--- config.mk ---
export PLATFORM = sky130hd
export DESIGN_NAME = capture_pwm_timer_dma
export DESIGN_NICKNAME = d
export VERILOG_FILES = /design/src/core/cap_timer_pkg.sv /design/src/core/sample_fifo.sv /design/src/core/capture_pwm_timer_dma.sv
export SDC_FILE = /design/constraint.sdc
export NUM_CORES = 1
export LEC_CHECK = 0
export CORE_MARGIN = 8
export CORE_UTILIZATION = 45
export DETAILED_ROUTE_END_ITERATION = 16
export DONT_BUFFER_PORTS = 1
export HOLD_SLACK_MARGIN = 0.03
export PLACE_DENSITY = 0.65
export SYNTH_ARGS = -nofsm -noshare
export SYNTH_HDL_FRONTEND = slang
export SYNTH_SLANG_ARGS = --single-unit
export TNS_END_PERCENT = 5
--- constraint.sdc ---
create_clock -name core_clk_i -period 8 [get_ports core_clk_i]
set_input_delay 1.2 -clock core_clk_i [delete_from_list [all_inputs] [get_ports core_clk_i]]
set_output_delay 1.2 -clock core_clk_i [all_outputs]
set_load 0.05 [all_outputs]
--- src/core/cap_timer_pkg.sv ---
// shared constants and types for the capture / pwm timer with dma
package cap_timer_pkg;
   // =====================================================
   // widths
   localparam int DIV_W = 8;
   localparam int CNT_W = 16;
   localparam int WIDTH_W = 15;
   localparam int DMA_CNT_W = 8;
   localparam int DMA_ADDR_W = 12;
   localparam int FIFO_WIDTH = 16;
   localparam int FIFO_DEPTH = 16;
   // =====================================================
   // capture word layout
   localparam int WORD_FLAG_BIT = 15;
   // =====================================================
   // dma address layout: low byte keeps bits 7..1, high byte keeps bits 3..0
   localparam int ADDR_LOW_MSB = 7;
   localparam int ADDR_LOW_LSB = 1;
   localparam int ADDR_HIGH_MSB = 3;
   localparam logic [DMA_ADDR_W-1:0] DMA_ADDR_STEP = 12'h002;
   // =====================================================
   // minimum accepted pulse width in divided clocks
   localparam logic [2:0] MINW_SLOW_TICKS = 3'h4;
   localparam logic [2:0] MINW_FAST_TICKS = 3'h1;
   // =====================================================
   // reset values
   localparam logic CLEAR_ALL_RESET = 1'b1;
   localparam logic [DIV_W-1:0] DIVISOR_RESET = 8'h01;
   // =====================================================
   // edge select field
   typedef enum logic [1:0] {
      EDGE_NONE = 2'b00,
      EDGE_ANY = 2'b01,
      EDGE_FALL = 2'b10,
      EDGE_RISE = 2'b11
   } edge_mode_t;
endpackage : cap_timer_pkg

--- src/core/sample_fifo.sv ---
// parameterised fifo whose read data come out of a register
`timescale 1ns/100ps
`default_nettype none
module sample_fifo #(
   parameter int WIDTH = 16,
   parameter int DEPTH = 16
) (
   // clock and reset
   input wire logic clk_i,
   input wire logic resetn_i,
   input wire logic flush_i,
   // filling side
   input wire logic in_valid_i,
   input wire logic [WIDTH-1:0] in_data_i,
   output logic in_ready_o,
   // draining side
   output logic out_valid_o,
   output logic [WIDTH-1:0] out_data_o,
   input wire logic out_ready_i
);
   localparam int AW = $clog2(DEPTH);
   logic [WIDTH-1:0] mem_r [DEPTH];
   logic [AW-1:0] wr_ptr_r;
   logic [AW-1:0] rd_ptr_r;
   logic [AW:0] used_r;
   logic valid_r;
   logic [WIDTH-1:0] data_r;
   wire push = in_valid_i & in_ready_o;
   wire load = (used_r != '0) & (~valid_r | out_ready_i);
   // full is exact on the storage count; empty follows the output register
   assign in_ready_o = (used_r != (AW+1)'(DEPTH));
   assign out_valid_o = valid_r;
   assign out_data_o = data_r;
   // storage array has no reset; only pointers matter
   always_ff @(posedge clk_i) begin
      if (push) begin
         mem_r[wr_ptr_r] <= in_data_i;
      end
   end
   // pointers, count and the output register
   always_ff @(posedge clk_i) begin
      if (!resetn_i || flush_i) begin
         wr_ptr_r <= '0;
         rd_ptr_r <= '0;
         used_r <= '0;
         valid_r <= 1'b0;
         data_r <= '0;
      end else begin
         if (push) wr_ptr_r <= wr_ptr_r + 1'b1;
         if (load) begin
            rd_ptr_r <= rd_ptr_r + 1'b1;
            data_r <= mem_r[rd_ptr_r];
            valid_r <= 1'b1;
         end else if (out_ready_i) begin
            valid_r <= 1'b0;
         end
         used_r <= used_r + (AW+1)'(push) - (AW+1)'(load);
      end
   end
endmodule : sample_fifo
`default_nettype wire

--- src/core/capture_pwm_timer_dma.sv ---
// 16-bit timer with edge-width capture, sample fifo and dma drain
`timescale 1ns/100ps
`default_nettype none
module capture_pwm_timer_dma (
   // clock and reset
   input wire logic core_clk_i,
   input wire logic resetn_i,
   // capture pin, asynchronous
   input wire logic cap_pin_i,
   // divisor setup
   input wire logic divisor_write_enable_i,
   input wire logic [7:0] clock_divisor_i,
   input wire logic [15:0] end_value_i,
   // control register bits
   input wire logic capture_mode_select_i,
   input wire logic edge_select_high_i,
   input wire logic edge_select_low_i,
   input wire logic min_pulse_width_select_i,
   input wire logic count_enable_i,
   input wire logic clear_all_wr_i,
   input wire logic clear_all_wdata_i,
   output logic clear_all_o,
   // dma setup
   input wire logic dma_enable_i,
   input wire logic dma_address_low_wr_i,
   input wire logic [7:0] dma_address_low_i,
   input wire logic dma_address_high_wr_i,
   input wire logic [7:0] dma_address_high_i,
   input wire logic dma_word_count_wr_i,
   input wire logic [7:0] dma_word_count_i,
   // dma master side
   output logic dma_req_o,
   output logic [11:0] dma_addr_o,
   output logic [15:0] dma_data_o,
   input wire logic dma_ack_i,
   output logic [7:0] dma_word_count_o,
   // software fifo read
   output logic fifo_rd_valid_o,
   output logic [15:0] fifo_rd_data_o,
   input wire logic fifo_rd_ready_i,
   // status
   output logic capture_ready_o,
   output logic [15:0] count_o,
   output logic timer_wrap_o
);
   // =====================================================
   // registers
   logic pin_s1_r;
   logic pin_s2_r;
   logic [7:0] divisor_r;
   logic [7:0] div_cnt_r;
   logic clear_all_r;
   logic filt_r;
   logic [1:0] filt_cnt_r;
   logic [15:0] count_r;
   logic first_r;
   logic [11:0] dma_addr_r;
   logic [7:0] dma_cnt_r;
   logic wrap_r;
   // =====================================================
   // divided clock enable
   wire tick = ({1'b0, div_cnt_r} + 9'h001) >= {1'b0, divisor_r};
   wire [1:0] edge_sel = {edge_select_high_i, edge_select_low_i};
   wire cap_active = capture_mode_select_i & count_enable_i & ~clear_all_r
                     & (edge_sel != cap_timer_pkg::EDGE_NONE);
   wire tmr_active = ~capture_mode_select_i & count_enable_i & ~clear_all_r;
   // =====================================================
   // glitch filter and edge qualification
   wire [2:0] need = min_pulse_width_select_i ? cap_timer_pkg::MINW_FAST_TICKS
                                              : cap_timer_pkg::MINW_SLOW_TICKS;
   wire differ = (pin_s2_r != filt_r);
   wire accept = tick & differ & ({1'b0, filt_cnt_r} == (need - 3'h1));
   wire rise = accept & pin_s2_r;
   wire fall = accept & ~pin_s2_r;
   wire valid_edge = cap_active & ((edge_sel == cap_timer_pkg::EDGE_ANY) & accept
                     | (edge_sel == cap_timer_pkg::EDGE_RISE) & rise
                     | (edge_sel == cap_timer_pkg::EDGE_FALL) & fall);
   // =====================================================
   // width measurement and word forming
   wire [14:0] width = count_r[14:0] + 15'h0001;
   wire any_mode = (edge_sel == cap_timer_pkg::EDGE_ANY);
   wire ovf = cap_active & tick & ~valid_edge & (width == end_value_i[14:0]);
   wire word_fire = valid_edge | ovf;
   wire flag = any_mode ? filt_r : ovf;
   wire [15:0] word = {flag, width};
   wire push = word_fire & ~first_r;
   // =====================================================
   // fifo drain steering: dma owns the fifo while it has words left to move
   wire out_valid;
   wire [15:0] out_data;
   wire dma_active = dma_enable_i & (dma_cnt_r != 8'h00);
   wire out_ready = dma_active ? dma_ack_i : fifo_rd_ready_i;
   wire dma_fire = dma_active & out_valid & dma_ack_i;
   assign dma_req_o = dma_active & out_valid;
   assign fifo_rd_valid_o = ~dma_active & out_valid;
   assign dma_data_o = out_data;
   assign fifo_rd_data_o = out_data;
   assign dma_addr_o = dma_addr_r;
   assign dma_word_count_o = dma_cnt_r;
   assign clear_all_o = clear_all_r;
   assign count_o = count_r;
   assign timer_wrap_o = wrap_r;

   sample_fifo #(
      .WIDTH(cap_timer_pkg::FIFO_WIDTH),
      .DEPTH(cap_timer_pkg::FIFO_DEPTH)
   ) u_fifo (
      .clk_i(core_clk_i),
      .resetn_i(resetn_i),
      .flush_i(clear_all_r),
      .in_valid_i(push),
      .in_data_i(word),
      .in_ready_o(capture_ready_o),
      .out_valid_o(out_valid),
      .out_data_o(out_data),
      .out_ready_i(out_ready)
   );
   // =====================================================
   // pin synchroniser
   always_ff @(posedge core_clk_i) begin
      if (!resetn_i) begin
         pin_s1_r <= 1'b0;
         pin_s2_r <= 1'b0;
      end else begin
         pin_s1_r <= cap_pin_i;
         pin_s2_r <= pin_s1_r;
      end
   end
   // divisor latch and prescaler; a divisor of 0 or 1 ticks every cycle
   always_ff @(posedge core_clk_i) begin
      if (!resetn_i) begin
         divisor_r <= cap_timer_pkg::DIVISOR_RESET;
         div_cnt_r <= 8'h00;
      end else begin
         if (divisor_write_enable_i) divisor_r <= clock_divisor_i;
         div_cnt_r <= tick ? 8'h00 : div_cnt_r + 8'h01;
      end
   end
   // clear-all comes up set so nothing runs until software releases it
   always_ff @(posedge core_clk_i) begin
      if (!resetn_i) begin
         clear_all_r <= cap_timer_pkg::CLEAR_ALL_RESET;
      end else if (clear_all_wr_i) begin
         clear_all_r <= clear_all_wdata_i;
      end
   end
   // filter: level must differ for the chosen number of ticks
   always_ff @(posedge core_clk_i) begin
      if (!resetn_i || clear_all_r) begin
         filt_r <= 1'b0;
         filt_cnt_r <= 2'h0;
      end else if (tick) begin
         if (accept) begin
            filt_r <= pin_s2_r;
            filt_cnt_r <= 2'h0;
         end else begin
            filt_cnt_r <= differ ? filt_cnt_r + 2'h1 : 2'h0;
         end
      end
   end
   // shared counter: free timer or width measurement
   always_ff @(posedge core_clk_i) begin
      if (!resetn_i || clear_all_r) begin
         count_r <= 16'h0000;
         wrap_r <= 1'b0;
      end else begin
         wrap_r <= 1'b0;
         if (word_fire) begin
            count_r <= 16'h0000;
         end else if (cap_active && tick) begin
            count_r <= {1'b0, width};
         end else if (tmr_active && tick) begin
            wrap_r <= (count_r == end_value_i);
            count_r <= (count_r == end_value_i) ? 16'h0000 : count_r + 16'h0001;
         end
      end
   end
   // the span before the first word has no opening edge, so skip it
   always_ff @(posedge core_clk_i) begin
      if (!resetn_i || !cap_active) begin
         first_r <= 1'b1;
      end else if (word_fire) begin
         first_r <= 1'b0;
      end
   end
   // dma pointer and count; a software load in the same cycle wins
   always_ff @(posedge core_clk_i) begin
      if (!resetn_i) begin
         dma_addr_r <= 12'h000;
         dma_cnt_r <= 8'h00;
      end else begin
         if (dma_address_low_wr_i) begin
            dma_addr_r[7:0] <= {dma_address_low_i[7:1], 1'b0};
         end else if (dma_fire) begin
            dma_addr_r <= dma_addr_r + cap_timer_pkg::DMA_ADDR_STEP;
         end
         if (dma_address_high_wr_i) dma_addr_r[11:8] <= dma_address_high_i[3:0];
         if (dma_word_count_wr_i) begin
            dma_cnt_r <= dma_word_count_i;
         end else if (dma_fire) begin
            dma_cnt_r <= dma_cnt_r - 8'h01;
         end
      end
   end
   // =====================================================
   // assertions
   property p_tick_rate;
      @(posedge core_clk_i) disable iff (!resetn_i)
      (divisor_r > 8'h01) && tick && !divisor_write_enable_i |=> !tick;
   endproperty
   a_tick_rate: assert property (p_tick_rate) else $error("divided tick repeated too soon");

   property p_clear_holds;
      @(posedge core_clk_i) disable iff (!resetn_i)
      clear_all_r |=> (count_r == 16'h0000) && !out_valid;
   endproperty
   a_clear_holds: assert property (p_clear_holds) else $error("clear-all did not hold state");

   property p_dma_count;
      @(posedge core_clk_i) disable iff (!resetn_i)
      dma_fire && !dma_word_count_wr_i |=> dma_cnt_r == $past(dma_cnt_r) - 8'h01;
   endproperty
   a_dma_count: assert property (p_dma_count) else $error("dma count not decremented");

   property p_dma_addr;
      @(posedge core_clk_i) disable iff (!resetn_i)
      dma_fire && !dma_address_low_wr_i && !dma_address_high_wr_i
      |=> (dma_addr_r == $past(dma_addr_r) + 12'h002) && !dma_addr_r[0];
   endproperty
   a_dma_addr: assert property (p_dma_addr) else $error("dma address not stepped by two");

   property p_first_drop;
      @(posedge core_clk_i) disable iff (!resetn_i)
      $rose(cap_active) |-> first_r && !push;
   endproperty
   a_first_drop: assert property (p_first_drop) else $error("first word not dropped");

   property p_no_capture;
      @(posedge core_clk_i) disable iff (!resetn_i)
      (edge_sel == 2'b00) |-> !push ##1 (count_r == 16'h0000 || !capture_mode_select_i || $past(tmr_active));
   endproperty
   a_no_capture: assert property (p_no_capture) else $error("capture ran with edge select 00");

   property p_rise_only;
      @(posedge core_clk_i) disable iff (!resetn_i)
      valid_edge && (edge_sel == 2'b11) |=> filt_r && !$past(filt_r);
   endproperty
   a_rise_only: assert property (p_rise_only) else $error("non-rising edge taken in mode 11");

   property p_fall_only;
      @(posedge core_clk_i) disable iff (!resetn_i)
      valid_edge && (edge_sel == 2'b10) |=> !filt_r && $past(filt_r);
   endproperty
   a_fall_only: assert property (p_fall_only) else $error("non-falling edge taken in mode 10");

   property p_ovf_flag;
      @(posedge core_clk_i) disable iff (!resetn_i)
      word_fire && !any_mode |-> (word[15] == ovf) && (!ovf || word[14:0] == end_value_i[14:0]);
   endproperty
   a_ovf_flag: assert property (p_ovf_flag) else $error("overflow flag wrong");

   property p_level_flag;
      @(posedge core_clk_i) disable iff (!resetn_i)
      valid_edge && any_mode |-> word[15] != pin_s2_r;
   endproperty
   a_level_flag: assert property (p_level_flag) else $error("any-edge level flag wrong");

   property p_restart;
      @(posedge core_clk_i) disable iff (!resetn_i)
      word_fire |=> (count_r == 16'h0000) ##1 (count_r <= 16'h0001);
   endproperty
   a_restart: assert property (p_restart) else $error("width counter did not restart");
endmodule : capture_pwm_timer_dma
`default_nettype wire

==> flow_metrics.tcl, run 1 <==
set metrics [dict create \
    synthArstFlopShare_pct 0 \
    finalSetupTns_ps 0 \
    worstMarginPinSlew_ps 1340 \
    relSlewSlack_pct 10.3 \
    initial_core_util_pct 45.4 \
    worstPathMaxFanout 17 \
    hold_depth 1 \
    synth_top_area_share_pct 50.9 \
    cts-buffers-inserted 38 \
    outcome "completed" \
    synth_top_area_cell "edfxtp_1" \
    cts_resized 0 \
    met3_usage_pct 4.13 \
    p_clk_share_pct 44.0 \
    synthFlopType "edfxtp_1" \
    p_seq_share_pct 52.3 \
    power.leakage_nw 5.95 \
    postCtsHoldBufs 0 \
    pre_cts_slack_ps 3170 \
    register_area_um2 9480 \
    clockBufferDepth 3 \
    timing.rr.end "u_fifo.mem_r[15][9]" \
    rsz0062_at_grt "no" \
    globalRouteMet2Util_pct 27.8 \
    ys_ff_latch 345 \
    multi_input_area_um2 5180 \
    grt_pass1_vias 8660 \
    synth.distinct_cells 62 \
    final_common_cell "edfxtp_1" \
    crit_type "reg2reg" \
    finalMaxSlewViolations 0 \
    htree_levels 2 \
    vias 8757 \
    ys_seq_area_share_pct 62.7 \
    num_io_pins 138 \
    met1_usage_pct 22.9 \
    final_layout_size_suffix_gt1_share_pct 12.0 \
    switchingPower_mw 0.830 \
    hold_start "pin_s1_r" \
    path_clk_slew_ps 60 \
    nNetsFinal 1161 \
    drt-wirelength-per-cell_um 22.1 \
    antennaDiodeCount 0 \
    netlist_instances 1088 \
    avgSynthCellArea_um2 13.9 \
    grt_usage_pct 17.1 \
    min_to "pin_s2_r" \
    grt_pass1_wl_um 51600 \
    power_density_nw_per_um2 226 \
    period_share_pct 61.1 \
    syn_area_um2 15100 \
    ctsRootBufferMaster "clkbuf_16" \
    p_int_mw 2.93 \
    required_ps 8120 \
    cp.arrival_ps 5010 \
    setup_slack_ps 3110 \
    die_area_um2 39700 \
    die_w_um 199 \
    cts_sinks 345 \
    syn-num-nets 1178 \
    drt_iter0_drc 609 \
    maxCapViolations 0 \
    netlist_top_cells_area "edfxtp_1 (51%), dfxtp_1 (12%), mux4_2 (6.6%)" \
    syn2layout_area_growth_pct 10.1 \
    r2r_cells 7 \
    cts_setup_buffers 0 \
    num_rows 67 \
    synth_edf_count 256 \
    setup_viol 0 \
    n_fill_cell 2853 \
    hold_violations 0 \
    max_freq_ghz 0.204 \
    postRouteWirelength_um 34200 \
    clock_latency_ps 530 \
    drtPass1Iterations 5 \
    port-buffer-count 0 \
    ant_nets 0 \
    grt_overflow 0 \
    die_y_um 199 \
    reg2reg_slack_ps 3110 \
    place_congestion 0.837 \
    cts_tree "built" \
    ir_worst_vdd_uv 170 \
    busiest_layer "met2" \
    p_comb_share_pct 3.7 \
    reg2reg_from "count_o[9]" \
    drc 0 \
    swShare_pct 22.1 \
    hp-class "reg2reg" \
    dpl.hpwl_um 20900 \
    startpoint_type "flip-flop" \
    whs_ps 432 \
    antenna_found_initial 0 \
    grt_max_degree 56 \
    min_period_ps 4890 \
    core_region_area_um2 33300 \
    mostFrequentLayoutCells "edfxtp_1 (256), dfxtp_1 (86), mux2i_1 (63)" \
    ys_warn_count 0 \
    vias_per_cell 5.65 \
    fin_skew_ps 26.2 \
    cp-end-kind "flip-flop" \
]
layout make-up:
| class | count | share of cell area (%) |
|---|---|---|
| timing repair buffer | 17 | 0.768 |
| clock inverter | 16 | 0.919 |
| tap | 448 | 3.37 |
| multi-input combinational | 642 | 31.2 |
| inverter | 27 | 0.610 |
| sequential | 345 | 57.0 |
| clock buffer | 54 | 6.14 |
kinds of logic after synthesis:
family                     after synthesis  synth area share (%)
AOI/OAI and AO/OA                      189                  8.07
xor gates and xnor gates                70                  4.06
adders and majority gates               26                  2.19
buffers and inverters                  101                  3.17
DFF                                    345                  62.7
muxes                                  110                  11.0
other                                    1                0.0248
and+or+nand+nor                        246                  8.81
power groups by stage:
stage / Clock [mW] / Sequential [mW] / Combinational [mW]
after floorplan: 0 / 1.99 / 0.124
after global placement: 0 / 2.01 / 0.137
after detailed placement: 0 / 2.01 / 0.141
after CTS: 1.68 / 1.97 / 0.141
after global routing: 1.75 / 1.97 / 0.157
final: 1.65 / 1.97 / 0.139
critical path, stage by stage, from the launching register on:
cell,delay (ps)
dfxtp_1,950
nand3_1,470
nor4_2,620
xor2_1,200
a2111oi_2,570
nand3_2,220
a21oi_4,380
and3_1,1060
layer usage:
layer	up-vias	wire length, µm
li1	4079	-
met1	4359	15100
met2	275	16000
met3	44	2640
met4	0	549
met5	-	0
stage by stage:
stage / cells / instance area, µm² / util [%] / power, mW
after global placement: 1479 / 15400 / 46.4 / 2.14
after detailed placement: 1479 / 15400 / 46.4 / 2.15
final: 1549 / 16600 / 49.9 / 3.76
after floorplan: 1088 / 15100 / - / 2.12
after CTS: 1549 / 16600 / 49.9 / 3.79
after global routing: 1549 / 16600 / 49.9 / 3.88
cells in the mapped netlist (all sizes together), types with 2 or more instances:
master	n
nand3	29
clkbuf	35
nor2	50
a221oi	12
nand4	10
inv	27
o2111ai	2
nand2b	9
ha	24
edfxtp	256
xnor2	39
mux2i	63
nor2b	16
o21ai	53
nand3b	9
nand2	59
a311oi	12
o221ai	2
a22oi	13
a211o	4
o211a	6
a211oi	3
o211ai	2
mux2	3
xor2	31
mux4	44
and2	11
a21o	3
buf	39
a21oi	61
and4	2
nor3	7
dfxtp	89
a21boi	5
and3	33
o22ai	2
nor4	8
state kept, by name (all words and copies together) (netlist names):
name                count
first_r                 1
u_fifo.out_valid_o      1
divisor_r               8
u_fifo.out_data_o      16
u_fifo.rd_ptr_r         4
pin_s2_r                1
dma_addr_o             11
u_fifo.used_r           5
count_o                16
div_cnt_r               8
filt_cnt_r              2
dma_word_count_o        8
pin_s1_r                1
clear_all_o             1
u_fifo.wr_ptr_r         4
u_fifo.mem_r          256
filt_r                  1
timer_wrap_o            1
worst max path at each step:
stage                                 to  cells after the start                start  slack [ps]
floorplan               u_fifo.used_r[4]                     13  dma_word_count_o[2]        4270
global placement    u_fifo.mem_r[10][11]                      7           count_o[9]        3180
detailed placement  u_fifo.mem_r[15][11]                      7           count_o[9]        3170
CTS                  u_fifo.mem_r[15][9]                      7           count_o[9]        3110
global route         u_fifo.mem_r[15][9]                      7           count_o[9]        2890
finish               u_fifo.mem_r[15][9]                      7           count_o[9]        3110
(Power assumes the default switching activity.)
==> run 2: changes to the inputs <==
--- a/config.mk
+++ b/config.mk
@@ -10,7 +10,7 @@
 export DETAILED_ROUTE_END_ITERATION = 16
 export DONT_BUFFER_PORTS = 1
 export HOLD_SLACK_MARGIN = 0.03
-export PLACE_DENSITY = 0.65
+export PLACE_DENSITY = 0.67
 export SYNTH_ARGS = -nofsm -noshare
 export SYNTH_HDL_FRONTEND = slang
 export SYNTH_SLANG_ARGS = --single-unit
==> constraint.sdc (replaced) <==
create_clock -name core_clk_i -period 4 [get_ports core_clk_i]
set_input_delay 0.6 -clock core_clk_i [delete_from_list [all_inputs] [get_ports core_clk_i]]
set_output_delay 0.6 -clock core_clk_i [all_outputs]
set_load 0.05 [all_outputs]
==> flow_metrics.tcl, run 2 (synthesized netlist as in run 1, its figures left out) <==
set metrics [dict create \
    outcome "completed" \
    final_common_cell "edfxtp_1" \
    register_area_um2 9470 \
    grt_usage_pct 17.5 \
    grt_pass1_wl_um 53000 \
    mostFrequentLayoutCells "edfxtp_1 (256), dfxtp_1 (87), mux2i_1 (63), buf_4 (63)" \
    relSlewSlack_pct 11.8 \
    clock_latency_ps 520 \
    hold_depth 1 \
    num_io_pins 138 \
    largest_register "u_fifo.mem_r" \
    n_fill_cell 2780 \
    ctsRootBufferMaster "clkbuf_16" \
    crit_path_start "div_cnt_r[0]" \
    htree_levels 2 \
    drtPass1Iterations 4 \
    max_freq_ghz 0.274 \
    cp.arrival_ps 3870 \
    cts_resized 0 \
    cts-buffers-inserted 38 \
    placed_area_um2 15800 \
    syn2layout_area_growth_pct 13.0 \
    die_w_um 199 \
    r2r_cells 13 \
    hold_violations 0 \
    final_area_um2 17100 \
    initial_core_util_pct 45.4 \
    startpoint_type "flip-flop" \
    reg2reg_from "div_cnt_r[0]" \
    period_share_pct 91.1 \
    port-buffer-count 0 \
    crit_family "simple AND/OR/NAND/NOR gates" \
    p_clk_share_pct 44.6 \
    finalMaxSlewViolations 0 \
    postCtsHoldBufs 0 \
    cp-end-kind "flip-flop" \
    finalSetupTns_ps 0 \
    p_comb_share_pct 4.2 \
    largest_reg_flops 256 \
    maxCapViolations 0 \
    worstPathMaxFanout 16 \
    required_ps 4230 \
    path_cells "ha_1 -> nand3_1 -> xnor2_1 -> ha_1 -> nand3_1 -> nor2_1 -> a21oi_2 -> a2111oi_4 -> nand3_2 -> a21oi_4 -> buf_4 -> and3_1 -> buf_12" \
    die_y_um 199 \
    nNetsFinal 1208 \
    drt-wirelength-per-cell_um 22.1 \
    reg2reg_slack_ps 350 \
    p_seq_share_pct 51.2 \
    timing.rr.end "u_fifo.mem_r[14][10]" \
    switchingPower_mw 1.67 \
    drc 0 \
    grt_overflow 0 \
    cts_sinks 345 \
    final_layout_size_suffix_gt1_share_pct 16.0 \
    antenna_found_initial 0 \
    setup_viol 0 \
    worstMarginPinSlew_ps 1310 \
    swShare_pct 21.8 \
    grt_max_degree 42 \
    drt_iter0_drc 759 \
    cp_slowest_cell "a2111oi_4" \
    crit_type "reg2reg" \
    hp-class "in2reg" \
    cts_tree "built" \
    worst-path-buf-inv 2 \
    ant_nets 0 \
    dpl.hpwl_um 22000 \
    hold_start "resetn_i" \
    fin_skew_ps 10.2 \
    power.leakage_nw 6.26 \
    clockBufferDepth 3 \
    multi_input_area_um2 5200 \
    min_to "divisor_r[0]" \
    rsz0062_at_grt "no" \
    cts_setup_buffers 0 \
    path_clk_slew_ps 50 \
    vias_per_cell 5.61 \
    fin_util_pct 51.3 \
    postRouteWirelength_um 35200 \
    antennaDiodeCount 0 \
    core_region_area_um2 33300 \
    power_density_nw_per_um2 448 \
    crit_path_max_incr_delay_ps 480 \
    place_congestion 0.857 \
    min_period_ps 3650 \
    p_int_mw 5.98 \
    ir_worst_vdd_uv 344 \
    grt_pass1_vias 8975 \
    num_rows 67 \
    vias 8954 \
    die_area_um2 39700 \
]
[run 2: cell types whose count changed in the layout (fill, tap and decap cells not counted), sizes merged]
cell	delta
inv	-1
clkinv	-3
clkinvlp	-2
clkbuf	+5
buf	+47
[run 2: final cells by class]
type / instances / area share (%)
repair buffers: 64 / 2.89
inverters: 27 / 0.594
well taps: 448 / 3.29
clock inverters: 10 / 0.829
clock buffers: 59 / 6.39
multi-input cells: 642 / 30.5
flip-flops and latches: 345 / 55.5
[run 2: worst max-delay path by stage]
stage | endpoint | slack, ps | cells past startpoint
after floorplan | u_fifo.used_r[4] | 270 | 13
after global placement | u_fifo.mem_r[14][2] | 320 | 13
after detailed placement | u_fifo.mem_r[14][2] | 250 | 13
after CTS | u_fifo.mem_r[14][5] | 210 | 13
after global routing | u_fifo.used_r[4] | 60 | 16
final | u_fifo.mem_r[14][10] | 350 | 13
[run 2: per-stage QoR]
| step | setup WS, ps | power (mW) | std cells | hold slack, ps |
|---|---|---|---|---|
| 3_3_place_gp | 321 | 4.30 | 1526 | 417 |
| 5_1_grt | 56.0 | 7.88 | 1595 | 113 |
| 6_report | 355 | 7.64 | 1595 | 142 |
| 2_1_floorplan | 271 | 4.23 | 1088 | 412 |
| 4_1_cts | 209 | 7.69 | 1595 | 118 |
| 3_5_place_dp | 246 | 4.30 | 1526 | 427 |
[run 2: metal layers]
layer | up-vias | wire (µm) | global-route usage (%) | part of all wire (%)
met5 | - | 0 | 0 | 0
met4 | 0 | 495 | 3.54 | 1.4
met3 | 41 | 2710 | 4.68 | 7.7
met2 | 305 | 16600 | 28.7 | 47
met1 | 4436 | 15400 | 23.3 | 44
li1 | 4172 | - | - | -
[run 2: worst register-to-register path, delay by kind of cell, from the launching register on]
family / cells / cell delay [ps]
buffers and inverters: 2 / 410
XOR/XNOR: 1 / 180
AND/OR/NAND/NOR: 5 / 980
AO/OA/AOI/OAI: 3 / 810
adder cells (fa/ha/maj): 2 / 540
flip-flops: 1 / 410
[run 2: power by group through the flow]
stage,clock network (mW),logic (mW),registers (mW)
after floorplan,0,0.248,3.99
after global placement,0,0.310,3.99
after detailed placement,0,0.314,3.99
after CTS,3.46,0.317,3.91
after global routing,3.61,0.355,3.92
final,3.41,0.321,3.91
